<file path="src/phy_housekeeping_control_defines.vh">
// register map, field positions, reset values and timing for housekeeping
`ifndef PHY_HOUSEKEEPING_CONTROL_DEFINES_VH
`define PHY_HOUSEKEEPING_CONTROL_DEFINES_VH

// register byte offsets
`define REG_CONTROL        4'h0
`define REG_STATUS         4'h4
`define REG_SLEEP_CFG      4'h8
`define REG_IRQ            4'hC

// control register fields
`define CTRL_SOFT_RESET    15
`define CTRL_AUTONEG       12
`define CTRL_POWER_DOWN    11
`define CTRL_ISOLATE       10
`define CTRL_FULL_DUPLEX   8
`define CTRL_REPEATER      1

// status register fields (read only)
`define STAT_ENERGY        0
`define STAT_LINK          1
`define STAT_SPEED100      2
`define STAT_CARRIER       3
`define STAT_ASLEEP        4
`define STAT_IRQ_MODE      5
`define STAT_MAC_FAST      6
`define STAT_LED_ACT_LOW   7

// sleep configuration fields (kept across soft reset)
`define SLP_ENABLE         0
`define SLP_TX_NLP_EN      1
`define SLP_TX_SEL_LO      2
`define SLP_SINGLE_WAKE    4
`define SLP_RX_SEL_LO      5

// interrupt register fields
`define IRQ_ENERGY_STAT    0
`define IRQ_ENERGY_MASK    8

// reset values
`define CTRL_AUTONEG_RST   1'b1
`define SLP_RX_SEL_RST     2'h0
`define SLP_TX_SEL_RST     2'h0

// timing
`define CLK_PERIOD_NS      20
`define MAC_SLOW_NS        16000
`define BLINK_HALF_NS      50000000
`define ENERGY_OFF_NS      256000000
`define NLP_TX_BASE_NS     256000000
`define NLP_RX_BASE_NS     16000000

// 4B/5B code groups, first received bit on the left
`define CODE_J             5'h18
`define CODE_K             5'h11
`define CODE_T             5'h0D
`define CODE_R             5'h07
`define CODE_IDLE          5'h1F

`endif

</file>
<file path="src/phy_housekeeping_control.v">
// transceiver housekeeping: straps, leds, power-down, resets, carrier sense
//
// The Avalon-MM interface to the registers and the register addresses were left to the implementer.
`include "phy_housekeeping_control_defines.vh"

module phy_housekeeping_control #(
    parameter BLINK_HALF = `BLINK_HALF_NS / `CLK_PERIOD_NS,
    parameter ENERGY_OFF = `ENERGY_OFF_NS / `CLK_PERIOD_NS,
    parameter NLP_TX_BASE = `NLP_TX_BASE_NS / `CLK_PERIOD_NS,
    parameter NLP_RX_BASE = `NLP_RX_BASE_NS / `CLK_PERIOD_NS
) (
    input  wire        clk,
    input  wire        arst_n,
    input  wire        hw_reset_n,
    input  wire        irq_pin_function_strap,
    input  wire        linkLedStrap,
    input  wire        rmiiSel,
    input  wire        linkValid,
    input  wire        speed100,
    input  wire        lineEnergy,
    input  wire        nlpReceived,
    input  wire        rxBitClk,
    input  wire        rxCodeBit,
    input  wire        macTxEn,
    input  wire        macTxEr,
    input  wire [3:0]  macTxData,
    input  wire        sharedTxPin,
    input  wire [3:0]  address,
    input  wire        read,
    input  wire        write,
    input  wire [31:0] writedata,
    output reg  [31:0] readdata,
    output reg         waitrequest,
    output reg         link_activity_led,
    output reg         speed_led,
    output reg         interrupt_out_n,
    output reg         interruptOe,
    output reg         crs,
    output reg         crsDv,
    output reg         txEnOut,
    output reg         txErOut,
    output reg  [3:0]  txDataOut,
    output reg         txNlp,
    output reg         macClkFast,
    output reg         poweredDown
);

    localparam MAC_SLOW =
        (`MAC_SLOW_NS + `CLK_PERIOD_NS - 1) / `CLK_PERIOD_NS;
    localparam NSYNC = 17;

    localparam [1:0] CS_IDLE  = 2'h0;
    localparam [1:0] CS_HUNT  = 2'h1;
    localparam [1:0] CS_FRAME = 2'h2;
    localparam [1:0] CS_END   = 2'h3;

    // true when the newest five bits hold the given code group
    function codeIs;
        input [9:0] hist;
        input [4:0] code;
        begin
            codeIs = (hist[4:0] == code);
        end
    endfunction

    ////////////////////////////////////////////////////////////////////////
    // pin synchronisers

    wire [NSYNC-1:0] rawIn = {sharedTxPin, macTxData, macTxEr, macTxEn,
        rxCodeBit, rxBitClk, nlpReceived, lineEnergy, speed100, linkValid,
        rmiiSel, linkLedStrap, irq_pin_function_strap, hw_reset_n};
    reg  [NSYNC-1:0] syncA_q;
    reg  [NSYNC-1:0] syncB_q;

    // every pin except clk, arst_n and the bus crosses two flops before any logic sees it
    always @(posedge clk or negedge arst_n) begin
        if (!arst_n) begin
            // reset pin copy starts released: no false release edge
            syncA_q <= {{(NSYNC-1){1'b0}}, 1'b1};
            syncB_q <= {{(NSYNC-1){1'b0}}, 1'b1};
        end else begin
            syncA_q <= rawIn;
            syncB_q <= syncA_q;
        end
    end

    wire       hwRstN   = syncB_q[0];
    wire       strapIn  = syncB_q[1];
    wire       ledStrap = syncB_q[2];
    wire       rmiiIn   = syncB_q[3];
    wire       linkIn   = syncB_q[4];
    wire       spd100In = syncB_q[5];
    wire       energyIn = syncB_q[6];
    wire       nlpIn    = syncB_q[7];
    wire       bitClkIn = syncB_q[8];
    wire       bitIn    = syncB_q[9];
    wire       txEnIn   = syncB_q[10];
    wire       txErIn   = syncB_q[11];
    wire [3:0] txDatIn  = syncB_q[15:12];
    wire       sharedIn = syncB_q[16];
    wire       hwHeld   = !hwRstN;

    ////////////////////////////////////////////////////////////////////////
    // strap capture

    reg       hwRstPrev_q;
    reg       strapDone_q;
    reg [1:0] syncFill_q;
    reg       irqMode_q;
    reg       ledActLow_q;
    reg       rmii_q;

    // the pin-function and led straps share pins with outputs, so they
    // are only sampled at power-on and at hardware reset release
    always @(posedge clk or negedge arst_n) begin
        if (!arst_n) begin
            hwRstPrev_q <= 1'b1;
            strapDone_q <= 1'b0;
            syncFill_q  <= 2'h0;
            irqMode_q   <= 1'b1; // pull-up default: interrupt
            ledActLow_q <= 1'b0;
            rmii_q      <= 1'b0;
        end else begin
            hwRstPrev_q <= hwRstN;
            // power-on capture waits until the synchroniser holds pin levels
            syncFill_q  <= {syncFill_q[0], 1'b1};
            if ((syncFill_q[1] && !strapDone_q) ||
                (hwRstN && !hwRstPrev_q)) begin
                strapDone_q <= 1'b1;
                irqMode_q   <= strapIn;
                ledActLow_q <= ledStrap;
                rmii_q      <= rmiiIn;
            end
        end
    end

    ////////////////////////////////////////////////////////////////////////
    // avalon slave and registers

    reg       softRst_q;
    reg       autoNeg_q;
    reg       fullDuplex_q;
    reg       repeater_q;
    reg       isolate_q;
    reg       pwrDown_q;
    reg       energy_detect_sleep_enable_q;
    reg       txNlpEn_q;
    reg [1:0] txNlpSel_q;
    reg       singleWake_q;
    reg [1:0] rxWinSel_q;
    reg       energyIrq_q;
    reg       energyMask_q;
    reg       energy_present_q;
    reg       wakeEvent_q;
    reg       rxCarrier_q;

    wire busReq = read || write;
    wire wrAcc  = write && !waitrequest;
    wire asleep = energy_detect_sleep_enable_q && !energy_present_q;

    // one wait state: request seen with waitrequest high, answered next
    always @(posedge clk or negedge arst_n) begin
        if (!arst_n) begin
            waitrequest <= 1'b1;
        end else begin
            waitrequest <= !(busReq && waitrequest);
        end
    end

    // read data is loaded while waitrequest is still high
    always @(posedge clk or negedge arst_n) begin
        if (!arst_n) begin
            readdata <= 32'h00000000;
        end else if (read && waitrequest) begin
            readdata <= 32'h00000000;
            if (address == `REG_CONTROL) begin
                readdata[`CTRL_SOFT_RESET]  <= softRst_q;
                readdata[`CTRL_AUTONEG]     <= autoNeg_q;
                readdata[`CTRL_POWER_DOWN]  <= pwrDown_q;
                readdata[`CTRL_ISOLATE]     <= isolate_q;
                readdata[`CTRL_FULL_DUPLEX] <= fullDuplex_q;
                readdata[`CTRL_REPEATER]    <= repeater_q;
            end else if (address == `REG_STATUS) begin
                readdata[`STAT_ENERGY]     <= energy_present_q;
                readdata[`STAT_LINK]       <= linkIn;
                readdata[`STAT_SPEED100]   <= spd100In;
                readdata[`STAT_CARRIER]    <= rxCarrier_q;
                readdata[`STAT_ASLEEP]     <= asleep || pwrDown_q;
                readdata[`STAT_IRQ_MODE]   <= irqMode_q;
                readdata[`STAT_MAC_FAST]   <= macClkFast;
                readdata[`STAT_LED_ACT_LOW] <= ledActLow_q;
            end else if (address == `REG_SLEEP_CFG) begin
                readdata[`SLP_ENABLE]      <= energy_detect_sleep_enable_q;
                readdata[`SLP_TX_NLP_EN]   <= txNlpEn_q;
                readdata[`SLP_TX_SEL_LO+1:`SLP_TX_SEL_LO] <= txNlpSel_q;
                readdata[`SLP_SINGLE_WAKE] <= singleWake_q;
                readdata[`SLP_RX_SEL_LO+1:`SLP_RX_SEL_LO] <= rxWinSel_q;
            end else if (address == `REG_IRQ) begin
                readdata[`IRQ_ENERGY_STAT] <= energyIrq_q;
                readdata[`IRQ_ENERGY_MASK] <= energyMask_q;
            end
        end
    end

    // control and interrupt registers: reset by both resets; a wake in that cycle still sets the energy flag
    always @(posedge clk or negedge arst_n) begin
        if (!arst_n) begin
            softRst_q    <= 1'b0;
            autoNeg_q    <= `CTRL_AUTONEG_RST;
            fullDuplex_q <= 1'b0;
            repeater_q   <= 1'b0;
            isolate_q    <= 1'b0;
            pwrDown_q    <= 1'b0;
            energyIrq_q  <= 1'b0;
            energyMask_q <= 1'b0;
        end else if (hwHeld || softRst_q) begin
            // soft reset lasts one cycle, far inside the allowed time
            softRst_q    <= 1'b0;
            autoNeg_q    <= `CTRL_AUTONEG_RST;
            fullDuplex_q <= 1'b0;
            repeater_q   <= 1'b0;
            isolate_q    <= 1'b0;
            pwrDown_q    <= 1'b0;
            energyIrq_q  <= wakeEvent_q;
            energyMask_q <= 1'b0;
        end else begin
            if (wrAcc && address == `REG_CONTROL) begin
                softRst_q    <= writedata[`CTRL_SOFT_RESET];
                autoNeg_q    <= writedata[`CTRL_AUTONEG];
                pwrDown_q    <= writedata[`CTRL_POWER_DOWN];
                isolate_q    <= writedata[`CTRL_ISOLATE];
                fullDuplex_q <= writedata[`CTRL_FULL_DUPLEX];
                repeater_q   <= writedata[`CTRL_REPEATER];
            end
            if (wrAcc && address == `REG_IRQ) begin
                energyMask_q <= writedata[`IRQ_ENERGY_MASK];
            end
            // a wake in the same cycle as a write-one clear still sticks
            if (wakeEvent_q) begin
                energyIrq_q <= 1'b1;
            end else if (wrAcc && address == `REG_IRQ &&
                         writedata[`IRQ_ENERGY_STAT]) begin
                energyIrq_q <= 1'b0;
            end
        end
    end

    // sleep configuration is sticky: only power-on or hardware reset
    always @(posedge clk or negedge arst_n) begin
        if (!arst_n) begin
            energy_detect_sleep_enable_q <= 1'b0;
            txNlpEn_q    <= 1'b0;
            txNlpSel_q   <= `SLP_TX_SEL_RST;
            singleWake_q <= 1'b0;
            rxWinSel_q   <= `SLP_RX_SEL_RST;
        end else if (hwHeld) begin
            energy_detect_sleep_enable_q <= 1'b0;
            txNlpEn_q    <= 1'b0;
            txNlpSel_q   <= `SLP_TX_SEL_RST;
            singleWake_q <= 1'b0;
            rxWinSel_q   <= `SLP_RX_SEL_RST;
        end else if (wrAcc && address == `REG_SLEEP_CFG) begin
            energy_detect_sleep_enable_q <= writedata[`SLP_ENABLE];
            txNlpEn_q    <= writedata[`SLP_TX_NLP_EN];
            txNlpSel_q   <= writedata[`SLP_TX_SEL_LO+1:`SLP_TX_SEL_LO];
            singleWake_q <= writedata[`SLP_SINGLE_WAKE];
            rxWinSel_q   <= writedata[`SLP_RX_SEL_LO+1:`SLP_RX_SEL_LO];
        end
    end

    ////////////////////////////////////////////////////////////////////////
    // energy detect sleep

    reg        nlpPrev_q;
    reg [31:0] rxWin_q;
    reg [31:0] idleCnt_q;
    reg [31:0] txNlpCnt_q;

    wire nlpRise = nlpIn && !nlpPrev_q;
    wire wakeHit = energyIn ||
        (nlpRise && (singleWake_q || rxWin_q != 32'h00000000));
    wire [31:0] rxWinLen = NLP_RX_BASE * ({30'h0, rxWinSel_q} + 32'h1);
    wire [31:0] txNlpLen = NLP_TX_BASE * ({30'h0, txNlpSel_q} + 32'h1);

    // energy flag: set by pulses or packets, dropped after quiet time;
    // registers are left untouched so waking resumes the prior state
    always @(posedge clk or negedge arst_n) begin
        if (!arst_n) begin
            nlpPrev_q        <= 1'b0;
            rxWin_q          <= 32'h00000000;
            idleCnt_q        <= 32'h00000000;
            energy_present_q <= 1'b0;
            wakeEvent_q      <= 1'b0;
            txNlpCnt_q       <= 32'h00000000;
            txNlp            <= 1'b0;
        end else begin
            nlpPrev_q   <= nlpIn;
            wakeEvent_q <= wakeHit && asleep;
            if (nlpRise) begin
                rxWin_q <= rxWinLen;
            end else if (rxWin_q != 32'h00000000) begin
                rxWin_q <= rxWin_q - 32'h1;
            end
            if (wakeHit) begin
                energy_present_q <= 1'b1;
                idleCnt_q        <= 32'h00000000;
            end else if (idleCnt_q >= ENERGY_OFF - 1) begin
                energy_present_q <= 1'b0;
            end else begin
                idleCnt_q <= idleCnt_q + 32'h1;
            end
            // link pulses go out while asleep only when enabled
            txNlp <= 1'b0;
            if (asleep && txNlpEn_q) begin
                if (txNlpCnt_q >= txNlpLen - 32'h1) begin
                    txNlpCnt_q <= 32'h00000000;
                    txNlp      <= 1'b1;
                end else begin
                    txNlpCnt_q <= txNlpCnt_q + 32'h1;
                end
            end else begin
                txNlpCnt_q <= 32'h00000000;
            end
        end
    end

    // asleep is gated by the enable, so with the bit low only power-down puts the block to sleep
    wire sleeping = pwrDown_q || asleep;

    ////////////////////////////////////////////////////////////////////////
    // datapath restart and mac clock rate

    reg        pwrDownPrev_q;
    reg [15:0] slowCnt_q;

    // leaving power-down restarts the datapath as a reset does
    wire restart = hwHeld || softRst_q ||
        (pwrDownPrev_q && !pwrDown_q);

    always @(posedge clk or negedge arst_n) begin
        if (!arst_n) begin
            pwrDownPrev_q <= 1'b0;
            slowCnt_q     <= 16'h0000;
            macClkFast    <= 1'b0;
        end else begin
            pwrDownPrev_q <= pwrDown_q;
            if (restart) begin
                slowCnt_q  <= 16'h0000;
                macClkFast <= 1'b0;
            end else if (slowCnt_q < MAC_SLOW[15:0]) begin
                slowCnt_q  <= slowCnt_q + 16'h0001;
            end else begin
                macClkFast <= autoNeg_q;
            end
        end
    end

    ////////////////////////////////////////////////////////////////////////
    // carrier detect on the encoded receive stream

    reg       bitClkPrev_q;
    reg [9:0] hist_q;
    reg [1:0] csState_q;
    reg [2:0] symCnt_q;
    reg       endIdle_q;

    wire       bitTick = bitClkIn && !bitClkPrev_q;
    wire [9:0] histNext = {hist_q[8:0], bitIn};
    // newest zero plus an older zero at least two bits back
    wire twoZeros = !bitIn && (hist_q[8:1] != 8'hFF);

    always @(posedge clk or negedge arst_n) begin
        if (!arst_n) begin
            bitClkPrev_q <= 1'b0;
            hist_q       <= 10'h3FF;
            csState_q    <= CS_IDLE;
            symCnt_q     <= 3'h0;
            endIdle_q    <= 1'b0;
            rxCarrier_q  <= 1'b0;
        end else if (restart || sleeping) begin
            bitClkPrev_q <= bitClkIn;
            hist_q       <= 10'h3FF;
            csState_q    <= CS_IDLE;
            symCnt_q     <= 3'h0;
            endIdle_q    <= 1'b0;
            rxCarrier_q  <= 1'b0;
        end else begin
            bitClkPrev_q <= bitClkIn;
            if (bitTick) begin
                hist_q <= histNext;
                symCnt_q <= (symCnt_q == 3'h4) ? 3'h0 : symCnt_q + 3'h1;
                case (csState_q)
                    CS_IDLE: begin
                        if (twoZeros) begin
                            csState_q   <= CS_HUNT;
                            rxCarrier_q <= 1'b1;
                        end
                    end
                    CS_HUNT: begin
                        if (histNext == 10'h3FF) begin
                            csState_q   <= CS_IDLE;
                            rxCarrier_q <= 1'b0;
                        end else if (histNext ==
                                     {`CODE_J, `CODE_K}) begin
                            csState_q <= CS_FRAME;
                            symCnt_q  <= 3'h0;
                        end
                    end
                    CS_FRAME: begin
                        if (symCnt_q == 3'h4) begin
                            if (codeIs(histNext, `CODE_T) ||
                                codeIs(histNext, `CODE_IDLE)) begin
                                csState_q   <= CS_END;
                                endIdle_q   <= codeIs(histNext, `CODE_IDLE);
                                rxCarrier_q <= 1'b0;
                            end
                        end
                    end
                    CS_END: begin
                        if (symCnt_q == 3'h4) begin
                            if ((!endIdle_q && codeIs(histNext, `CODE_R)) ||
                                (endIdle_q &&
                                 codeIs(histNext, `CODE_IDLE))) begin
                                csState_q <= CS_IDLE;
                            end else begin
                                csState_q   <= CS_FRAME;
                                rxCarrier_q <= 1'b1;
                            end
                        end
                    end
                    default: begin
                        csState_q <= CS_IDLE;
                    end
                endcase
            end
        end
    end

    ////////////////////////////////////////////////////////////////////////
    // mac side: transmit gating and carrier sense

    // isolate or sleep ignores transmit; the bus keeps answering
    wire txBlock = isolate_q || sleeping;
    // in transmit-error mode the shared pin carries the error input
    wire txErrSrc = irqMode_q ? txErIn : (txErIn || sharedIn);
    wire txSense = txEnIn && !txBlock && !fullDuplex_q && !repeater_q;
    wire carrier = rxCarrier_q || txSense;

    always @(posedge clk or negedge arst_n) begin
        if (!arst_n) begin
            txEnOut   <= 1'b0;
            txErOut   <= 1'b0;
            txDataOut <= 4'h0;
            crs       <= 1'b0;
            crsDv     <= 1'b0;
        end else begin
            txEnOut   <= txEnIn && !txBlock;
            txErOut   <= txErrSrc && !txBlock;
            txDataOut <= txBlock ? 4'h0 : txDatIn;
            crs       <= carrier && !rmii_q;
            crsDv     <= carrier && rmii_q;
        end
    end

    ////////////////////////////////////////////////////////////////////////
    // indicators and interrupt pin

    reg [31:0] blinkCnt_q;
    reg        blink_q;

    // free-running divider; its period only needs to be visible
    always @(posedge clk or negedge arst_n) begin
        if (!arst_n) begin
            blinkCnt_q <= 32'h00000000;
            blink_q    <= 1'b0;
        end else if (blinkCnt_q >= BLINK_HALF - 1) begin
            blinkCnt_q <= 32'h00000000;
            blink_q    <= !blink_q;
        end else begin
            blinkCnt_q <= blinkCnt_q + 32'h1;
        end
    end

    wire linkOn  = linkIn && !sleeping && (!carrier || blink_q);
    wire speedOn = spd100In && !isolate_q && !sleeping;

    always @(posedge clk or negedge arst_n) begin
        if (!arst_n) begin
            link_activity_led <= 1'b0;
            speed_led         <= 1'b1;
            interrupt_out_n   <= 1'b1;
            interruptOe       <= 1'b0;
            poweredDown       <= 1'b0;
        end else begin
            link_activity_led <= linkOn ^ ledActLow_q;
            speed_led         <= speedOn ^ irqMode_q;
            interrupt_out_n   <= !(irqMode_q && energyIrq_q &&
                                   energyMask_q);
            interruptOe       <= irqMode_q;
            poweredDown       <= sleeping;
        end
    end

endmodule

</file>
<file path="config.mk">
export PLATFORM = sky130hd
export DESIGN_NAME = phy_housekeeping_control
export DESIGN_NICKNAME = d
export VERILOG_FILES = /design/src/phy_housekeeping_control.v
export VERILOG_INCLUDE_DIRS = /design/src
export SDC_FILE = /design/constraint.sdc
export NUM_CORES = 1
export LEC_CHECK = 0
export ABC_CLOCK_PERIOD_IN_PS = 8450
export BUFFER_PORTS_ARGS = -buffer_cell sky130_fd_sc_hd__buf_2
export CORE_ASPECT_RATIO = 1.1
export CORE_UTILIZATION = 65
export DETAILED_ROUTE_END_ITERATION = 8
export PLACE_DENSITY = 0.86
export SLEW_MARGIN = 20
export SYNTH_ARGS = -nofsm -noshare
export SYNTH_HDL_FRONTEND = slang
export SYNTH_SLANG_ARGS = --single-unit
</file>
<file path="constraint.sdc">
create_clock -name clk -period 8.45 [get_ports clk]
set_clock_uncertainty 0.2 [all_clocks]
set_input_delay 0.4225 -clock clk [delete_from_list [all_inputs] [get_ports clk]]
set_output_delay 0.4225 -clock clk [all_outputs]
set_load 0.05 [all_outputs]
</file>
==> results by group <==
Yosys
  – Post-synthesis sequential area ratio: 52.0%
  – Synth Instances: 1,201
  – Average size of a mapped cell: 10.1 sq um
  – Dominant synthesized flop cell: dfrtp_1
  – Synth Warn #: 0
  – Post-synth EDFFs: 0
  – Synth top area share: 48.3%
  – Post-Syn Area: 12,100 sq um
  – Biggest area consumer among synthesized cells: dfrtp_1
  – Synth async-reset ratio: 100%
  – Post-synthesis cell type count: 71
  – Yosys reg bits: 251
  – Synth area leaders: dfrtp_1 (48%), ha_1 (5.1%), dfstp_2 (3.7%)

Floorplanning
  – Core box area: 18,300 sq um
  – Initial Util: 66.0%
  – IO Pins: 105
  – Die Footprint: 19,200 sq um
  – Die Span Y: 145 microns
  – # rows: 52
  – Die width: 132 microns

Setup path
  – Worst Reg-to-Reg Cells: 10
  – Crit-path most repeated cell: ha_1
  – Worst Path Arrival: 4540 ps
  – FF-to-FF End: txNlpCnt_q[11]
  – WP buf/inv: 1
  – Reg-to-Reg Start: txNlpSel_q[0]
  – CP endpoint kind: flip-flop
  – Max Fanout on Critical Path: 32
  – CP startpoint: txNlpSel_q[0]
  – Startpoint types: flip-flop
  – CP required: 8600 ps
  – Crit-path cells: inv_1 -> ha_1 -> a21oi_1 -> and3_1 -> nand2_1 -> ha_1 -> nand4_1 -> nor4_1 -> or3_1 -> nor3_1
  – Stages on worst setup path: 10
  – Slowest cell on crit path: or3_1
  – Reg2reg setup slack: 4070 ps
  – CP delay by family, top: simple AND/OR/NAND/NOR gates
  – CP peak stage delay: 900 ps
  – Crit Path Class: reg2reg

Place
  – Post-Place Setup Slack: 4130 ps
  – Port Buffers: 65
  – Dpl hpwl: 17.0 mm
  – Placed Instances: 1,477
  – GP Congestion: 0.843

Route
  – DR iter-0 viols: 630
  – First-pass iteration count of the detailed router: 7
  – Total wire length: 26.3 mm
  – Antenna-violating nets left: 0
  – Remaining DRCs: 0
  – DR vias: 9,275
  – Via/cell ratio: 5.96
  – Avg WL per Cell: 16.9 microns

Timing
  – TNS Setup: 0 ps
  – Final hold viol count: 0
  – Fin. max-slew vios: 0
  – RSZ-0062 raised after global routing: no
  – Peak Freq: 0.228 GHz
  – Worst Slack Setup Final: 4070 ps
  – Post-route clock period utilization: 51.9%
  – Worst-Margin Slew: 1100 ps
  – Setup violators final: 0
  – Slew margin rel.: 26.9%
  – Final Critical Period: 4380 ps

Worst hold path
  – Worst hold path type: reg2reg
  – Hold EP: syncB_q[9]
  – Hold path depth: 0
  – Worst hold path startpoint: syncA_q[9]

Status
  – Status: finished clean

Global routing
  – Pin count of the biggest net entering global routing: 112
  – Antenna violations before repair: 1
  – First-pass GRT wire length: 44.2 mm
  – GRT overflow: 0
  – Vias in the first global route: 9,156
  – GRT Resource Usage Total: 28.2%

Pwr
  – Tot Pwr: 2.71 mW
  – Cell Pwr Density: 197 nW/um^2
  – Worst vdd ir: 193 uV
  – Pleak: 5.95 nW

Clock tree
  – Clock Sinks: 251
  – Clock transition at path regs: 60 ps
  – CTS tree: yes
  – Clock Root Buffer: clkbuf_16
  – Post-CTS setup buffers: 0
  – H-tree levels: 1
  – CTS Buf Count: 26
  – Clk buf depth: 3
  – Worst-Skew Late Latency: 550 ps
  – Post-CTS sizing: 0

Finish
  – End-of-flow core utilization: 75.1%
  – ANT cells: 0
  – Nets: 1,400
  – Synth-to-Final Area Change: 13.8%
  – Post-route insts no fill: 1,557
  – Share of layout cells above drive strength 1: 11.7%

Run
  – Max-cap violations: 0
==> cells in the final DEF (no fill, tap or decap), drive strengths merged, types with 7 or more instances in the layout <==
cell type    synthesis  final
a211oi               8      8
a21oi               59     59
a22o                 9      9
a22oi                7      7
and2                16     16
and3                14     14
buf                 24     74
clkbuf              45     43
conb                 2     30
dfrtp              234    234
dfstp               17     17
dlygate4sd3          0     32
ha                  49     49
inv                 48     49
mux2i                7      7
nand2              103    103
nand2b               7      7
nand3               55     55
nand4               33     33
nor2                88     88
nor2b               11     11
nor3                64     64
nor4                33     33
o211ai               8      8
o21ai               43     43
o31ai               21     21
or3                 25     25
or4                 24     24
xnor2               41     41
xor2                43     43
==> Yosys cell counts (all sizes together) (8+ instances only) <==
cell / count
or4: 24
a22o: 9
or3: 25
inv: 48
o31ai: 21
o211ai: 8
dfrtp: 234
nand2: 103
and2: 16
dfstp: 17
nor4: 33
nor2b: 11
nor2: 88
a21oi: 59
ha: 49
o21ai: 43
a211oi: 8
clkbuf: 45
nand4: 33
nor3: 64
and3: 14
buf: 24
xor2: 43
nand3: 55
xnor2: 41
==> area by class of cell <==
class                   count  area, sq um
clock buffers              43          785
clock inverters             5         78.8
fillers                  1265         4560
inverters                  49          184
multi-input cells         860         5410
flip-flops and latches    251         6300
well taps                 243          304
repair buffers            106          723
==> how the worst max path moves through the flow <==
stage                                 to  slack [ps]
final                     txNlpCnt_q[11]        4070
after global routing      txNlpCnt_q[11]        3710
after CTS                 txNlpCnt_q[11]        4050
after detailed placement   txNlpCnt_q[7]        4130
after global placement    txNlpCnt_q[25]        4220
after floorplan           txNlpCnt_q[10]        4890
==> state kept, by name, summed over array words and instances (netlist names), 3 cells and up <==
| name | flops |
|---|---|
| blinkCnt_q | 32 |
| idleCnt_q | 32 |
| rxWin_q | 32 |
| txNlpCnt_q | 32 |
| syncA_q | 17 |
| syncB_q | 17 |
| slowCnt_q | 16 |
| readdata | 13 |
| hist_q | 9 |
| txDataOut | 4 |
| symCnt_q | 3 |
==> logic make-up after synthesis <==
logic type                 Yosys count  synth area share, %
adders and majority gates           49                 5.06
xor gates and xnor gates            84                 6.07
DFF                                251                 52.0
and+or+nand+nor                    493                 21.2
other                                2               0.0620
AOI/OAI and AO/OA                  195                 10.5
muxes                                9                0.764
buffers and inverters              118                 4.35
==> through the flow <==
stage               hold WS [ps]  area [sq um]
floorplan                  -73.1         12200
finish                       149         13800
global route                 157         13800
global placement             132         12600
detailed placement           135         12600
CTS                          138         13800
==> where the power goes <==
| part | total (mW) | internal [mW] | leakage [nW] | switching, mW |
|---|---|---|---|---|
| registers | 1.30 | 1.26 | 3.26 | 0.0446 |
| logic | 0.276 | 0.0904 | 2.28 | 0.185 |
| clock network | 1.13 | 0.666 | 0.420 | 0.465 |
==> what timing repair did <==
action | CTS | global route
endpoints found under the setup margin | 0 | 0
hold buffers | 32 | 0
endpoints found under the hold margin | 140 | 0
==> routing by layer <==
layer	track usage [%]	part of all wire, %	vias up
met5	0	0.049	-
met4	9.94	3.6	2
met3	4.26	4.6	71
met2	48.2	50	251
met1	36.5	42	4544
li1	-	-	4407
Power figures use the tool's default switching activity.
